==> src/design/spp_pkg.sv <==
// Constants, types and register map of the parallel slave port
package spp_pkg;

  // ----------------------------------------------------------------
  // Register offsets
  // ----------------------------------------------------------------
  localparam int          ADDR_W   = 8;
  localparam logic [7:0]  OFS_DATA = 8'h08;   // parallel_data_port
  localparam logic [7:0]  OFS_CTL  = 8'h09;   // control_pin_port
  localparam logic [7:0]  OFS_IRQF = 8'h0c;   // peripheral_irq_flags
  localparam logic [7:0]  OFS_DDIR = 8'h88;   // data_port_direction
  localparam logic [7:0]  OFS_STAT = 8'h89;   // slave_port_status_direction
  localparam logic [7:0]  OFS_IRQE = 8'h8c;   // peripheral_irq_enables
  localparam logic [7:0]  OFS_ANA  = 8'h9f;   // analog_pin_config

  // ----------------------------------------------------------------
  // Field positions, masks and reset values
  // ----------------------------------------------------------------
  localparam int          BIT_IBF  = 7;
  localparam int          BIT_OBF  = 6;
  localparam int          BIT_OVR  = 5;
  localparam int          BIT_SEL  = 4;
  localparam int          BIT_IRQ  = 7;
  localparam logic [2:0]  RST_CDIR = 3'h7;    // Control pins start as inputs
  localparam logic [7:0]  RST_DDIR = 8'hff;   // Data pins start as inputs
  localparam logic [7:0]  RST_ZERO = 8'h00;
  localparam logic [7:0]  ANA_MASK = 8'hcf;   // Bits 5:4 unimplemented
  localparam logic [7:0]  IRQ_MASK = 8'h7f;   // All but the slave-port flag

  // ----------------------------------------------------------------
  // Four-phase instruction clock
  // ----------------------------------------------------------------
  localparam logic [1:0]  PH_TWO   = 2'h1;
  localparam logic [1:0]  PH_FOUR  = 2'h3;
  localparam logic [1:0]  PH_STEP  = 2'h1;

  // Host control pins, in pin bit order
  typedef struct packed {
    logic cs_n;
    logic wr_n;
    logic rd_n;
  } spp_ctl_t;

  // Completion sequencer
  typedef enum logic [1:0] {
    SPP_IDLE      = 2'b00,
    SPP_WAIT_TWO  = 2'b01,
    SPP_WAIT_FOUR = 2'b10
  } spp_done_t;

endpackage

==> src/design/spp_port.sv <==
// Parallel slave port: host latches, status flags, control pins
//
// Function
// - Select bit turns data port into slave port
// - Control pins become read, write, select strobes
// - One address: write output latch, read input
// - Slave mode ignores data-port direction register
// - Host write latches byte while both low and input not full
// - Write end sets full and irq flags
// - Only firmware data read or mode off clears input full
// - Write while full sets sticky overrun flag
// - Read start clears output full at once
// - Output latch driven while read selected
// - Read end sets irq flag on phase four
// - Firmware data write sets output full again
// - Mode off forces both full flags clear
// - Irq flag sticky, enable bit masks request
// - Select high means strobes are ignored
// - Status register resets to zero, direction ones
// - Control port holds three bits, rest zero
`timescale 1ns/1ps
`default_nettype none

module spp_port
  import spp_pkg::*;
#(
  parameter int PORT_W = 8
)(
  input  wire logic              sys_clk,
  input  wire logic              nrst,
  input  wire logic [ADDR_W-1:0] addr,
  input  wire logic [7:0]        wdata,
  input  wire logic              wr_stb,
  input  wire logic              rd_stb,
  output logic      [7:0]        rdata,
  input  wire logic [PORT_W-1:0] data_pin_in,
  output logic      [PORT_W-1:0] data_pin_out,
  output logic      [PORT_W-1:0] data_pin_oe,
  input  wire spp_ctl_t          ctl_pin_in,
  output logic      [2:0]        ctl_pin_out,
  output logic      [2:0]        ctl_pin_oe,
  output logic                   slave_port_irq
);
  // Elaboration check: latches and pin drivers are byte wide only
  if (PORT_W != 8)
  begin : g_width_check
    $error("spp_port serves an 8-bit data port only");
  end
  // ----------------------------------------------------------------
  // Registers and internal state
  // ----------------------------------------------------------------
  logic [7:0]  out_latch;
  logic [7:0]  in_latch;
  logic [7:0]  data_port_direction;
  logic [2:0]  ctl_latch;
  logic [2:0]  ctl_dir;
  logic        slave_port_select;
  logic        input_full_flag;
  logic        output_full_flag;
  logic        input_overrun_flag;
  logic [7:0]  irq_flags;
  logic [7:0]  irq_enables;
  logic [7:0]  analog_pin_config;
  logic [1:0]  phase;
  spp_ctl_t    ctl_s1;
  spp_ctl_t    ctl_s2;
  logic [7:0]  data_s1;
  logic [7:0]  data_s2;
  logic        wr_act_q;
  logic        rd_act_q;
  logic        done_is_wr;
  spp_done_t   done_st;
  spp_done_t   next_done_st;
  // Decoded firmware accesses
  wire fw_wr_data = wr_stb && (addr == OFS_DATA);
  wire fw_rd_data = rd_stb && (addr == OFS_DATA);
  wire fw_wr_stat = wr_stb && (addr == OFS_STAT);
  wire fw_wr_irqf = wr_stb && (addr == OFS_IRQF);
  // Phase enables of the divided instruction clock
  wire ph_two  = (phase == PH_TWO);
  wire ph_four = (phase == PH_FOUR);
  // Synchronised strobe levels; select high masks both strobes
  wire wr_act = slave_port_select && !ctl_s2.cs_n && !ctl_s2.wr_n;
  wire rd_act = slave_port_select && !ctl_s2.cs_n && !ctl_s2.rd_n;
  // Start and end of host transfers
  wire wr_start = wr_act && !wr_act_q;
  wire wr_end   = !wr_act && wr_act_q;
  wire rd_start = rd_act && !rd_act_q;
  wire rd_end   = !rd_act && rd_act_q;
  wire set_done = (done_st == SPP_WAIT_FOUR) && ph_four;
  // Phase divider: one of four enables per system clock
  always_ff @(posedge sys_clk or negedge nrst)
  begin
    if (!nrst)
      phase <= 2'h0;
    else
      phase <= phase + PH_STEP;
  end
  // ----------------------------------------------------------------
  // Pin synchronisers
  // ----------------------------------------------------------------
  // Host strobes are asynchronous; only the second stage is read
  always_ff @(posedge sys_clk or negedge nrst)
  begin
    if (!nrst)
    begin
      ctl_s1  <= '1;
      ctl_s2  <= '1;
      data_s1 <= RST_ZERO;
      data_s2 <= RST_ZERO;
    end
    else
    begin
      ctl_s1  <= ctl_pin_in;
      ctl_s2  <= ctl_s1;
      data_s1 <= data_pin_in;
      data_s2 <= data_s1;
    end
  end
  // Previous strobe levels for edge detection
  always_ff @(posedge sys_clk or negedge nrst)
  begin
    if (!nrst)
    begin
      wr_act_q <= 1'b0;
      rd_act_q <= 1'b0;
    end
    else
    begin
      wr_act_q <= wr_act;
      rd_act_q <= rd_act;
    end
  end
  // ----------------------------------------------------------------
  // Completion sequencer: wait next phase two, then phase four
  // ----------------------------------------------------------------
  always_comb
  begin
    next_done_st = done_st;
    unique case (done_st)
      SPP_IDLE:
        if (wr_end || rd_end)
          next_done_st = SPP_WAIT_TWO;
      SPP_WAIT_TWO:
        if (ph_two)
          next_done_st = SPP_WAIT_FOUR;
      SPP_WAIT_FOUR:
        if (ph_four)
          next_done_st = SPP_IDLE;
      default:
        next_done_st = SPP_IDLE;
    endcase
  end
  always_ff @(posedge sys_clk or negedge nrst)
  begin
    if (!nrst)
    begin
      done_st    <= SPP_IDLE;
      done_is_wr <= 1'b0;
    end
    else
    begin
      done_st <= next_done_st;
      if (done_st == SPP_IDLE && (wr_end || rd_end))
        done_is_wr <= wr_end;
    end
  end
  // ----------------------------------------------------------------
  // Host data latches
  // ----------------------------------------------------------------
  // Unread byte is kept on overrun, so firmware never sees a torn value
  always_ff @(posedge sys_clk or negedge nrst)
  begin
    if (!nrst)
      in_latch <= RST_ZERO;
    else if (wr_act && !input_full_flag)
      in_latch <= data_s2;
  end
  always_ff @(posedge sys_clk or negedge nrst)
  begin
    if (!nrst)
      out_latch <= RST_ZERO;
    else if (fw_wr_data)
      out_latch <= wdata;
  end
  // ----------------------------------------------------------------
  // Status flags; a hardware set wins over a same-cycle firmware clear
  // ----------------------------------------------------------------
  always_ff @(posedge sys_clk or negedge nrst)
  begin
    if (!nrst)
      input_full_flag <= 1'b0;
    else if (!slave_port_select)
      input_full_flag <= 1'b0;
    else if (set_done && done_is_wr)
      input_full_flag <= 1'b1;
    else if (fw_rd_data)
      input_full_flag <= 1'b0;
  end
  // Firmware write wins over a host read start in the same cycle
  always_ff @(posedge sys_clk or negedge nrst)
  begin
    if (!nrst)
      output_full_flag <= 1'b0;
    else if (!slave_port_select)
      output_full_flag <= 1'b0;
    else if (fw_wr_data)
      output_full_flag <= 1'b1;
    else if (rd_start)
      output_full_flag <= 1'b0;
  end
  // Overrun has no mode-off clear; a status write loads it from bit 5 unless an overrun sets it that cycle
  always_ff @(posedge sys_clk or negedge nrst)
  begin
    if (!nrst)
      input_overrun_flag <= 1'b0;
    else if (wr_start && input_full_flag)
      input_overrun_flag <= 1'b1;
    else if (fw_wr_stat)
      input_overrun_flag <= wdata[BIT_OVR];
  end
  // Mode select and control pin directions
  always_ff @(posedge sys_clk or negedge nrst)
  begin
    if (!nrst)
    begin
      slave_port_select <= 1'b0;
      ctl_dir           <= RST_CDIR;
    end
    else if (fw_wr_stat)
    begin
      slave_port_select <= wdata[BIT_SEL];
      ctl_dir           <= wdata[2:0];
    end
  end
  // ----------------------------------------------------------------
  // Interrupt flags and enables
  // ----------------------------------------------------------------
  always_ff @(posedge sys_clk or negedge nrst)
  begin
    if (!nrst)
      irq_flags <= RST_ZERO;
    else
    begin
      if (fw_wr_irqf)
        irq_flags <= wdata;
      if (set_done)
        irq_flags[BIT_IRQ] <= 1'b1;
    end
  end
  // Plain stored registers
  always_ff @(posedge sys_clk or negedge nrst)
  begin
    if (!nrst)
    begin
      irq_enables         <= RST_ZERO;
      analog_pin_config   <= RST_ZERO;
      data_port_direction <= RST_DDIR;
      ctl_latch           <= 3'h0;
    end
    else if (wr_stb)
    begin
      if (addr == OFS_IRQE)
        irq_enables <= wdata;
      if (addr == OFS_ANA)
        analog_pin_config <= wdata & ANA_MASK;
      if (addr == OFS_DDIR)
        data_port_direction <= wdata;
      if (addr == OFS_CTL)
        ctl_latch <= wdata[2:0];
    end
  end
  // Masked request, registered for a clean output
  always_ff @(posedge sys_clk or negedge nrst)
  begin
    if (!nrst)
      slave_port_irq <= 1'b0;
    else
      slave_port_irq <= irq_flags[BIT_IRQ] && irq_enables[BIT_IRQ];
  end
  // ----------------------------------------------------------------
  // Pin drivers
  // ----------------------------------------------------------------
  // In slave mode only the host read strobe turns the data pins round
  always_ff @(posedge sys_clk or negedge nrst)
  begin
    if (!nrst)
    begin
      data_pin_out <= RST_ZERO;
      data_pin_oe  <= RST_ZERO;
    end
    else
    begin
      data_pin_out <= out_latch;
      if (slave_port_select)
        data_pin_oe <= {PORT_W{rd_act}};
      else
        data_pin_oe <= ~data_port_direction;
    end
  end
  // Strobe pins are never driven in slave mode, whatever the direction bits
  always_ff @(posedge sys_clk or negedge nrst)
  begin
    if (!nrst)
    begin
      ctl_pin_out <= 3'h0;
      ctl_pin_oe  <= 3'h0;
    end
    else
    begin
      ctl_pin_out <= ctl_latch;
      ctl_pin_oe  <= slave_port_select ? 3'h0 : ~ctl_dir;
    end
  end
  // ----------------------------------------------------------------
  // Read data, one cycle after the strobe
  // ----------------------------------------------------------------
  always_ff @(posedge sys_clk or negedge nrst)
  begin
    if (!nrst)
      rdata <= RST_ZERO;
    else if (rd_stb)
    begin
      unique case (addr)
        OFS_DATA: rdata <= slave_port_select ? in_latch : data_s2;
        OFS_CTL:  rdata <= {5'h00, ctl_s2};
        OFS_IRQF: rdata <= irq_flags;
        OFS_DDIR: rdata <= data_port_direction;
        OFS_STAT: rdata <= {input_full_flag, output_full_flag, input_overrun_flag,
                            slave_port_select, 1'b0, ctl_dir};
        OFS_IRQE: rdata <= irq_enables;
        OFS_ANA:  rdata <= analog_pin_config;
        default:  rdata <= RST_ZERO;
      endcase
    end
  end
endmodule

`default_nettype wire

==> config.mk <==
export PLATFORM = sky130hd
export DESIGN_NAME = spp_port
export DESIGN_NICKNAME = d
export VERILOG_FILES = /design/src/design/spp_pkg.sv /design/src/design/spp_port.sv
export SDC_FILE = /design/constraint.sdc
export NUM_CORES = 1
export LEC_CHECK = 0
export BUFFER_PORTS_ARGS = -buffer_cell sky130_fd_sc_hd__buf_2
export CORE_MARGIN = 5
export CORE_UTILIZATION = 30
export CTS_BUF_LIST = sky130_fd_sc_hd__clkbuf_2
export CTS_CLUSTER_SIZE = 30
export DETAILED_ROUTE_END_ITERATION = 10
export SLEW_MARGIN = 25
export SYNTH_ARGS = -nofsm -noshare
export SYNTH_HDL_FRONTEND = slang
export SYNTH_SLANG_ARGS = --single-unit
==> constraint.sdc <==
create_clock -name sys_clk -period 4.91 [get_ports sys_clk]
set_input_delay 0.2455 -clock sys_clk [delete_from_list [all_inputs] [get_ports sys_clk]]
set_output_delay 0.2455 -clock sys_clk [all_outputs]
set_load 0.03 [all_outputs]
==> flow_metrics.tcl, run 1 <==
set metrics [dict create \
    p_leak_nw 2.53 \
    grt-ovfl-total 0 \
    path_class "flop to flop" \
    final_cell_mix "99 x dfrtp_1, 60 x buf_2, 58 x mux2_2" \
    critPathSlowestCell "dfrtp_1" \
    hold_violations 0 \
    grt_pass1_vias 3047 \
    vias 2964 \
    antenna_cells 0 \
    r2r_end "in_latch[4]" \
    vdd_drop_max_uv 128 \
    drt_wl_total_um 10400 \
    antenna_found_initial 0 \
    route.detailed.drc 0 \
    synthCells 326 \
    h-tree-depth 4 \
    cts_setup_buffers 0 \
    cp_top_family "flip-flops" \
    stdcell_count 616 \
    cpPeakStageDelay_ns 0.97 \
    cp.arrival_ns 2.91 \
    worstSetupStartpointType "flop" \
    clkTransAtPathRegs_ns 0.18 \
    start_util_pct 30.3 \
    place_hpwl_um 7370 \
    dp.cells 561 \
    cts.path.max_buffers 2 \
    post-route-min-period_ns 2.40 \
    final.fill_count 1455 \
    rsz0062_at_grt "false" \
    cp_num_buf_inv 0 \
    yosysSeqAreaShare_pct 64.2 \
    cp.required_ns 5.42 \
    rr_worst_depth 3 \
    syn_to_final_growth_pct 21.1 \
    yosysWarnings 0 \
    dieArea_mm2 0.0177 \
    drive_gt1_share_pct 41.1 \
    ys.flop_type "dfrtp_1" \
    fmax_mhz 416 \
    hold_depth 3 \
    numCtsBuffers 17 \
    setup_tns_ns 0 \
    min_path_type "primary input to flop" \
    rr_startpoint "slave_port_select" \
    setup_violations 0 \
    drtAntennaViolNets 0 \
    root_buffer "clkbuf_2" \
    grt_max_degree 72 \
    clk_latency_ns 0.63 \
    slew_violations 0 \
    critPathCaptureType "flop" \
    syn-num-nets 359 \
    worstHoldStart "wr_stb" \
    routedWlPerCell_um 16.9 \
    synth_area_mm2 0.00455 \
    grt_first_pass_wirelength_um 16900 \
    synth_top_area_share_pct 54.4 \
    status "finished, final reports clean" \
    first_pass_iters 4 \
    final.setup_skew_ns 0.0354 \
    path_cells "or3b_2 > nor2_2 > mux2_2" \
    ys_async_sr_fraction_pct 100 \
    die_w_um 133 \
    fin_crit_sh_pct 49.0 \
    final_common_cell "dfrtp_1" \
    yosysTopAreaCell "dfrtp_1" \
    drt_iter0_drc 148 \
    rows 45 \
    cellPowerDensity_mw_per_mm2 336 \
    synth_seq_cells 116 \
    die_h_um 133 \
    tritoncts "built" \
    synth.avg_cell_area_um2 14.0 \
    clock-sinks 116 \
    grtUsageTotal_pct 12.2 \
    layout.nets 449 \
    core-area_mm2 0.0150 \
    netlist_top_cells_area "dfrtp_1 54%, mux2_2 14%, dfstp_2 9.8%" \
    synth-edff-count 0 \
    r2r_slack_ns 2.51 \
    maxSlewHeadroom_pct 40.0 \
    port_buffers 61 \
    synth_cell_type_count 49 \
    routed_via_density 4.81 \
    pin_count 62 \
    hold_end "ctl_latch[1]" \
    finalPower_mw 1.85 \
    path_max_fanout 25 \
    tightest_slew_ns 0.899 \
    max-cap-violations 0 \
    place_congestion 0.868 \
]
-- worst max path at each step --
stage | endpoint | cells after the start | from | slack [ns]
finish | in_latch[4] | 3 | slave_port_select | 2.51
global route | in_latch[4] | 3 | slave_port_select | 2.42
CTS | in_latch[4] | 3 | slave_port_select | 2.52
detailed placement | in_latch[4] | 3 | slave_port_select | 2.56
global placement | in_latch[4] | 3 | slave_port_select | 2.65
floorplan | data_port_direction[0] | 5 | addr[1] | 3.12
-- sequential cells by signal (all words and copies together) (netlist names), 6 cells and up --
| signal | cells |
|---|---|
| data_pin_oe | 8 |
| irq_enables | 8 |
| data_pin_out | 8 |
| analog_pin_config | 6 |
| data_port_direction | 8 |
| data_s2 | 8 |
| in_latch | 8 |
| irq_flags | 8 |
| data_s1 | 8 |
| out_latch | 8 |
| rdata | 8 |
-- metrics by stage --
step	utilization (%)	worst slack (ns)	instance area, µm²	hold slack [ns]
after floorplan	-	3.12	4550	-0.0501
after global placement	33.5	2.65	5040	0.339
after detailed placement	33.5	2.56	5040	0.335
after CTS	36.7	2.52	5510	0.101
after global routing	36.7	2.42	5510	0.0915
final	36.7	2.51	5510	0.159
-- layout make-up --
cell class                      count  area (µm²)  area share (%)
Timing Repair Buffer               87         563            10.2
Multi-Input combinational cell    180        1500            27.3
Clock inverter                     12         139            2.52
Tap cell                          188         235            4.27
Sequential cell                   116        2920            53.0
Clock buffer                       19        95.1            1.72
Inverter                           14        52.6           0.953
-- kinds of logic after synthesis --
group	after synthesis	synth area share, %
buf+inv	30	2.75
mux	66	16.1
fa+ha+maj	2	0.550
flops	116	64.2
simple gates	57	8.08
compound gates	55	8.30
-- cell usage after synthesis, types with 2 or more instances --
master and count:
dfrtp_1 99, mux2_2 58, dfstp_2 17, o21ai_0 16, inv_1 14, clkbuf_1 10
nand2_1 10, nor2_1 10, mux2i_1 8, nand3_1 7, a22oi_1 6, o22ai_1 6
a21oi_1 4, a221oi_1 4, a32o_1 4, buf_2 4, a31oi_1 3, nor2b_1 3
a211oi_1 2, a21boi_0 2, a221o_1 2, and3_1 2, and4_1 2, ha_1 2
nand2b_1 2, nand3_2 2, nand4_1 2, nor3_1 2, nor3b_1 2, or3b_2 2
-- worst register-to-register path, delay by kind of cell, from the launching register on --
kind,cells,cell delay (ns)
flip-flops,1,0.97
AND/OR/NAND/NOR,2,0.91
multiplexers,1,0.40
-- per-layer routing --
layer | up-vias | share of wire (%) | track usage (%)
met5 | - | 0 | 0
met2 | 78 | 48 | 19.4
li1 | 1363 | - | -
met3 | 7 | 6.9 | 4.61
met1 | 1516 | 44 | 15.7
met4 | 0 | 0.96 | 3.54
-- repair_timing --
action | CTS | global route
gates resized for setup | 0 | 0
hold endpoints to repair | 125 | 0
hold buffers | 24 | 0
-- power by group --
group	internal [mW]	switching [mW]	total (mW)
Sequential	1.02	0.0328	1.05
Combinational	0.0780	0.104	0.182
Clock	0.278	0.341	0.619
Total	1.38	0.478	1.85
Power figures use the tool's default switching activity.
==> run 2: changes to the inputs <==
==> constraint.sdc (replaced) <==
create_clock -name sys_clk -period 2.3 [get_ports sys_clk]
set_input_delay 0.115 -clock sys_clk [delete_from_list [all_inputs] [get_ports sys_clk]]
set_output_delay 0.115 -clock sys_clk [all_outputs]
set_load 0.03 [all_outputs]
==> run 2 against run 1 <==
Sequential power rose by 110%. Critical endpoint is now slave_port_select. Clock power rose to 2.7 times the previous value. Global-route usage up 1.6 points. Register-to-register slack worse by 2.0 ns. Clock skew shrank 0.0056 ns. Hold slack worse by 0.053 ns. Largest power group unchanged. Design area increased by 5.4%. Non-clock buffer count increased by 23. First-iteration DRC count increased by 20%. Combinational power increased by 140%. Sequential cell count is the same.
==> flow_metrics.tcl, run 2 (synthesis results as in run 1) <==
set metrics [dict create \
    status "finished, final reports clean" \
    drive_gt1_share_pct 42.0 \
    grt-busiest-layer "met2" \
    met2_usage_pct 21.4 \
    stdcell_count 640 \
    antenna_cells 0 \
    path_depth 7 \
    place_ws_ns 0.363 \
    place_hpwl_um 7770 \
    gr-usage-met3_pct 4.42 \
    antenna_found_initial 0 \
    routedWlPerCell_um 17.9 \
    clk_latency_ns 0.65 \
    path_cells "buf_2 > dlygate4sd3_1 > nor4bb_1 > dlygate4sd3_1 > nand4_1 > buf_4 > mux2_2" \
    setup_tns_ns 0 \
    tritoncts "built" \
    setup_slack_ns 0.286 \
    path_max_fanout 8 \
    setup_violations 0 \
    final.fill_count 1437 \
    min_path_type "primary input to flop" \
    p_leak_nw 2.71 \
    routed_via_density 4.80 \
    rsz0062_at_grt "false" \
    drtAntennaViolNets 0 \
    critPathCaptureType "flop" \
    rows 45 \
    cp.arrival_ns 2.54 \
    final_area_mm2 0.00581 \
    pin_count 62 \
    cpPeakStageDelay_ns 0.63 \
    r2r_end "in_latch[7]" \
    path_class "primary input to flop" \
    fmax_mhz 497 \
    worstSetupStartpointType "primary input" \
    tightest_slew_ns 0.516 \
    layout.nets 472 \
    placement.cell_area_mm2 0.00515 \
    drt_wl_total_um 11500 \
    post-route-min-period_ns 2.01 \
    grt_max_degree 33 \
    drt_iter0_drc 177 \
    cp.required_ns 2.83 \
    core-area_mm2 0.0150 \
    cp_top_family "buffers and inverters" \
    first_pass_iters 5 \
    cp_num_buf_inv 4 \
    start_util_pct 30.3 \
    maxSlewHeadroom_pct 65.4 \
    max-cap-violations 0 \
    fin_crit_sh_pct 87.6 \
    syn_to_final_growth_pct 27.6 \
    crit_end "slave_port_select" \
    grt_pass1_vias 3340 \
    critPathSlowestCell "dlygate4sd3_1" \
    grtUsageTotal_pct 13.8 \
    rr_startpoint "ctl_s2[2]" \
    grt-ovfl-total 0 \
    multiInputGateArea_mm2 0.00150 \
    cts.path.max_buffers 2 \
    place_congestion 0.822 \
    seq_area_mm2 0.00292 \
    utilization_pct 38.7 \
    hold_violations 0 \
    clock-sinks 116 \
    whs_ns 0.106 \
    dieArea_mm2 0.0177 \
    route.detailed.drc 0 \
    clkTransAtPathRegs_ns 0.16 \
    final_common_cell "dfrtp_1" \
    finalPower_mw 4.35 \
    rr_worst_depth 3 \
    root_buffer "clkbuf_2" \
    die_w_um 133 \
    cellPowerDensity_mw_per_mm2 748 \
    cts_setup_buffers 0 \
    port_buffers 61 \
    crit_start "addr[1]" \
    crit_top_cell "dlygate4sd3_1" \
    die_h_um 133 \
    vdd_drop_max_uv 369 \
    h-tree-depth 4 \
    vias 3069 \
    dp.cells 574 \
    final_cell_mix "99 x dfrtp_1, 60 x buf_2, 58 x mux2_2" \
    numCtsBuffers 17 \
    grt_first_pass_wirelength_um 18800 \
    final.setup_skew_ns 0.0298 \
    use_met1_pct 18.3 \
    r2r_slack_ns 0.54 \
    slew_violations 0 \
]
run 2: cell types whose count changed in the layout (fill, tap and decap cells not counted), sizes merged:
cell | previous run | this run
buf | 63 | 77
clkinvlp | 1 | 0
clkbuf | 19 | 20
clkinv | 8 | 6
bufinv | 3 | 6
dlymetal6s4s | 0 | 1
dlygate4sd3 | 24 | 32
run 2: area by class of cell:
cell class	count	share of cell area, %
multi-input cells	180	25.9
well taps	188	4.05
clock inverters	12	3.62
inverters	14	0.904
flip-flops and latches	116	50.3
clock buffers	20	1.72
repair buffers	110	13.5
run 2: timing repair:
| action | CTS | global route |
|---|---|---|
| endpoints found under the hold margin | 173 | 0 |
| gates resized for setup | 0 | 1 |
| setup endpoints to repair | 0 | 7 |
| hold buffers | 34 | 0 |
run 2: worst register-to-register path: stages, from the launching register on:
cell     delay, ns
dfstp_2       0.41
or3b_2        0.54
nor2_2        0.35
mux2_2        0.38
run 2: worst min-delay path by stage:
| stage | start | slack, ns | end | cells past startpoint |
|---|---|---|---|---|
| floorplan | nrst | -0.18 | analog_pin_config[0] | 0 |
| global placement | nrst | 0.13 | data_s1[0] | 1 |
| detailed placement | nrst | 0.14 | data_s1[2] | 1 |
| CTS | addr[4] | 0.003 | irq_enables[0] | 4 |
| global route | data_pin_in[5] | 0.03 | data_s1[5] | 2 |
| finish | addr[4] | 0.11 | irq_enables[0] | 4 |
run 2: metal layers:
metal,wire (µm),up-vias
met3,634,15
met1,5240,1553
li1,-,1414
met5,0,-
met4,191,0
met2,5390,87
run 2: power by group:
part	total (mW)	internal, mW	switching [mW]	leakage [nW]
Clock	1.68	0.934	0.742	0.185
Combinational	0.431	0.190	0.241	1.08
Sequential	2.24	2.18	0.0641	1.44
==> run 3: changes to the inputs <==
--- a/config.mk
+++ b/config.mk
@@ -5,10 +5,12 @@
 export SDC_FILE = /design/constraint.sdc
 export NUM_CORES = 1
 export LEC_CHECK = 0
+export ABC_AREA = 1
 export BUFFER_PORTS_ARGS = -buffer_cell sky130_fd_sc_hd__buf_2
 export CORE_MARGIN = 5
 export CORE_UTILIZATION = 30
 export CTS_BUF_LIST = sky130_fd_sc_hd__clkbuf_2
+export CTS_CLUSTER_DIAMETER = 100
 export CTS_CLUSTER_SIZE = 30
 export DETAILED_ROUTE_END_ITERATION = 10
 export SLEW_MARGIN = 25
==> run 3 against run 2 <==
Combinational power is 27% higher. Sequential cell count stayed put. Critical path depth is 4 higher. Setup slack worse by 0.22 ns. Power is 11% lower. Hold slack worse by 0.014 ns. Global-route usage is 0.83 points lower. Via count is 14% higher. Die area is 1.7% higher. Fmax is 9.8% lower. Critical endpoint is now data_port_direction[3]. Largest cell class unchanged.
==> flow_metrics.tcl, run 3 <==
set metrics [dict create \
    cellPowerDensity_mw_per_mm2 687 \
    seq_area_mm2 0.00292 \
    grt_first_pass_wirelength_um 18200 \
    h-tree-depth 4 \
    layout.nets 594 \
    synth.avg_cell_area_um2 10.1 \
    path_max_fanout 16 \
    numCtsBuffers 17 \
    vdd_drop_max_uv 219 \
    placement.cell_area_mm2 0.00513 \
    routed_via_density 4.57 \
    antenna_found_initial 0 \
    critPathSlowestCell "dlygate4sd3_1" \
    slew_violations 0 \
    yosysTopAreaCell "dfrtp_1" \
    synth_top_area_share_pct 53.4 \
    worstSetupStartpointType "primary input" \
    drt_iter0_drc 190 \
    yosysSeqAreaShare_pct 63.1 \
    maxSlewHeadroom_pct 70.3 \
    clkTransAtPathRegs_ns 0.16 \
    stdcell_count 762 \
    tritoncts "built" \
    ys.flop_type "dfrtp_1" \
    die_h_um 134 \
    drtAntennaViolNets 0 \
    route.detailed.drc 0 \
    dp.cells 696 \
    synth-edff-count 0 \
    port_buffers 61 \
    cp.required_ns 2.89 \
    multiInputGateArea_mm2 0.00148 \
    pin_count 62 \
    critPathCaptureType "flop" \
    netlist_top_cells_area "dfrtp_1 53%, dfstp_2 9.6%, nand2_1 9.0%" \
    cp_top_family "buffers and inverters" \
    clk_latency_ns 0.66 \
    antenna_cells 0 \
    post-route-min-period_ns 2.23 \
    clock-sinks 116 \
    final.setup_skew_ns 0.0304 \
    syn_to_final_growth_pct 21.6 \
    setup_violations 0 \
    ys_async_sr_fraction_pct 100 \
    start_util_pct 30.5 \
    yosysWarnings 0 \
    vias 3485 \
    grt_max_degree 39 \
    rsz0062_at_grt "false" \
    syn-num-nets 490 \
    synthCells 457 \
    root_buffer "clkbuf_2" \
    synth_cell_type_count 28 \
    die_w_um 134 \
    first_pass_iters 4 \
    crit_top_cell "dlygate4sd3_1" \
    place_hpwl_um 7710 \
    netlist_top_cells_count "111 x nand2_1, 99 x dfrtp_1, 43 x nand3_1" \
    fmax_mhz 448 \
    max-cap-violations 0 \
    cp_num_buf_inv 5 \
    place_congestion 0.861 \
    synth_most_common_cell "nand2_1" \
    routedWlPerCell_um 14.5 \
    dieArea_mm2 0.0180 \
    final_common_cell "nand2_1" \
    drive_gt1_share_pct 26.1 \
    grtUsageTotal_pct 13.0 \
    synth_seq_cells 116 \
    core-area_mm2 0.0152 \
    final_area_mm2 0.00564 \
    final.fill_count 1549 \
    rows 45 \
    ctsResizeCount 0 \
    min_path_type "primary input to flop" \
    grt-ovfl-total 0 \
    p_leak_nw 2.85 \
    grt_pass1_vias 3704 \
    cpPeakStageDelay_ns 0.57 \
    path_cells "dlygate4sd3_1 > buf_2 > inv_2 > nand2_2 > nor2_4 > nand2_4 > nor2_8 > nand2_1 > dlygate4sd3_1 > o21ai_1 > dlygate4sd3_1" \
    path_class "primary input to flop" \
    cp.arrival_ns 2.82 \
    drt_wl_total_um 11000 \
    final_cell_mix "111 x nand2_1, 99 x dfrtp_1, 60 x buf_2" \
    synth_area_mm2 0.00464 \
    tightest_slew_ns 0.446 \
    hold_violations 0 \
    cts_setup_buffers 0 \
    status "finished, final reports clean" \
    cts.path.max_buffers 2 \
    fin_crit_sh_pct 97.0 \
    setup_tns_ns 0 \
]
-- run 3: per-layer routing --
layer  track usage [%]  wire, µm  up-vias
met2              20.3      5350       79
met1              16.0      4850     1689
met3              4.28       553       22
met5                 0         0        -
li1                  -         -     1695
met4              7.01       280        0
-- run 3: cell type report --
type | count | area share [%]
multi-input cells | 289 | 26.2
inverters | 38 | 2.53
well taps | 188 | 4.17
clock buffers | 25 | 2.22
clock inverters | 7 | 0.621
repair buffers | 99 | 12.4
flip-flops and latches | 116 | 51.9
-- run 3: cell families (layout without fill, tap and decap cells) --
family	after synthesis	in the layout	share of synthesized area, %
buffers and inverters	53	169	5.21
multiplexers	3	3	0.971
AO/OA/AOI/OAI	83	83	10.2
AND/OR/NAND/NOR	200	201	20.0
adder cells (fa/ha/maj)	2	2	0.540
flip-flops	116	116	63.1
-- run 3: power breakdown --
group	total, mW	switching, mW	internal (mW)
clock	0.991	0.688	0.303
sequential	2.34	0.104	2.23
combinational	0.546	0.321	0.225
total	3.87	1.11	2.76
-- run 3: metrics by stage --
step / hold WS, ns / power, mW / utilization (%) / setup slack, ns
floorplan: -0.181 / 2.68 / - / 1.06
global placement: 0.158 / 2.86 / 33.8 / 0.826
detailed placement: 0.159 / 2.88 / 33.8 / 0.786
CTS: 0.00678 / 3.94 / 36.9 / 0.0673
global route: 0.000364 / 4.11 / 37.1 / 0.0737
finish: 0.0919 / 3.87 / 37.1 / 0.0679
-- run 3: final timing paths --
path | start | endpoint | slack [ns] | cells after the start
setup / recovery | addr[5] | data_port_direction[3] | 0.07 | 11
hold / removal | addr[3] | rdata[5] | 0.09 | 7
setup reg to reg | ctl_s2[2] | in_latch[2] | 0.86 | 5
hold reg to reg | data_s1[3] | data_s2[3] | 0.35 | 0
max in group asynchronous | nrst | in_latch[4] | 1.38 | 4
min in group asynchronous | nrst | ctl_s2[1] | 0.61 | 3
-- run 3: what timing repair did --
item / 4_1_cts / 5_1_grt
hold buffers: 31 / 2
endpoints found under the hold margin: 171 / 2
endpoints found under the setup margin: 0 / 1
-- run 3: tightest hold or removal path, cell delays in order --
cell,delay [ns]
buf_2,0.11
nand2_1,0.12
nor2_4,0.10
nand2_4,0.11
o21ai_1,0.06
inv_1,0.05
a21oi_1,0.05
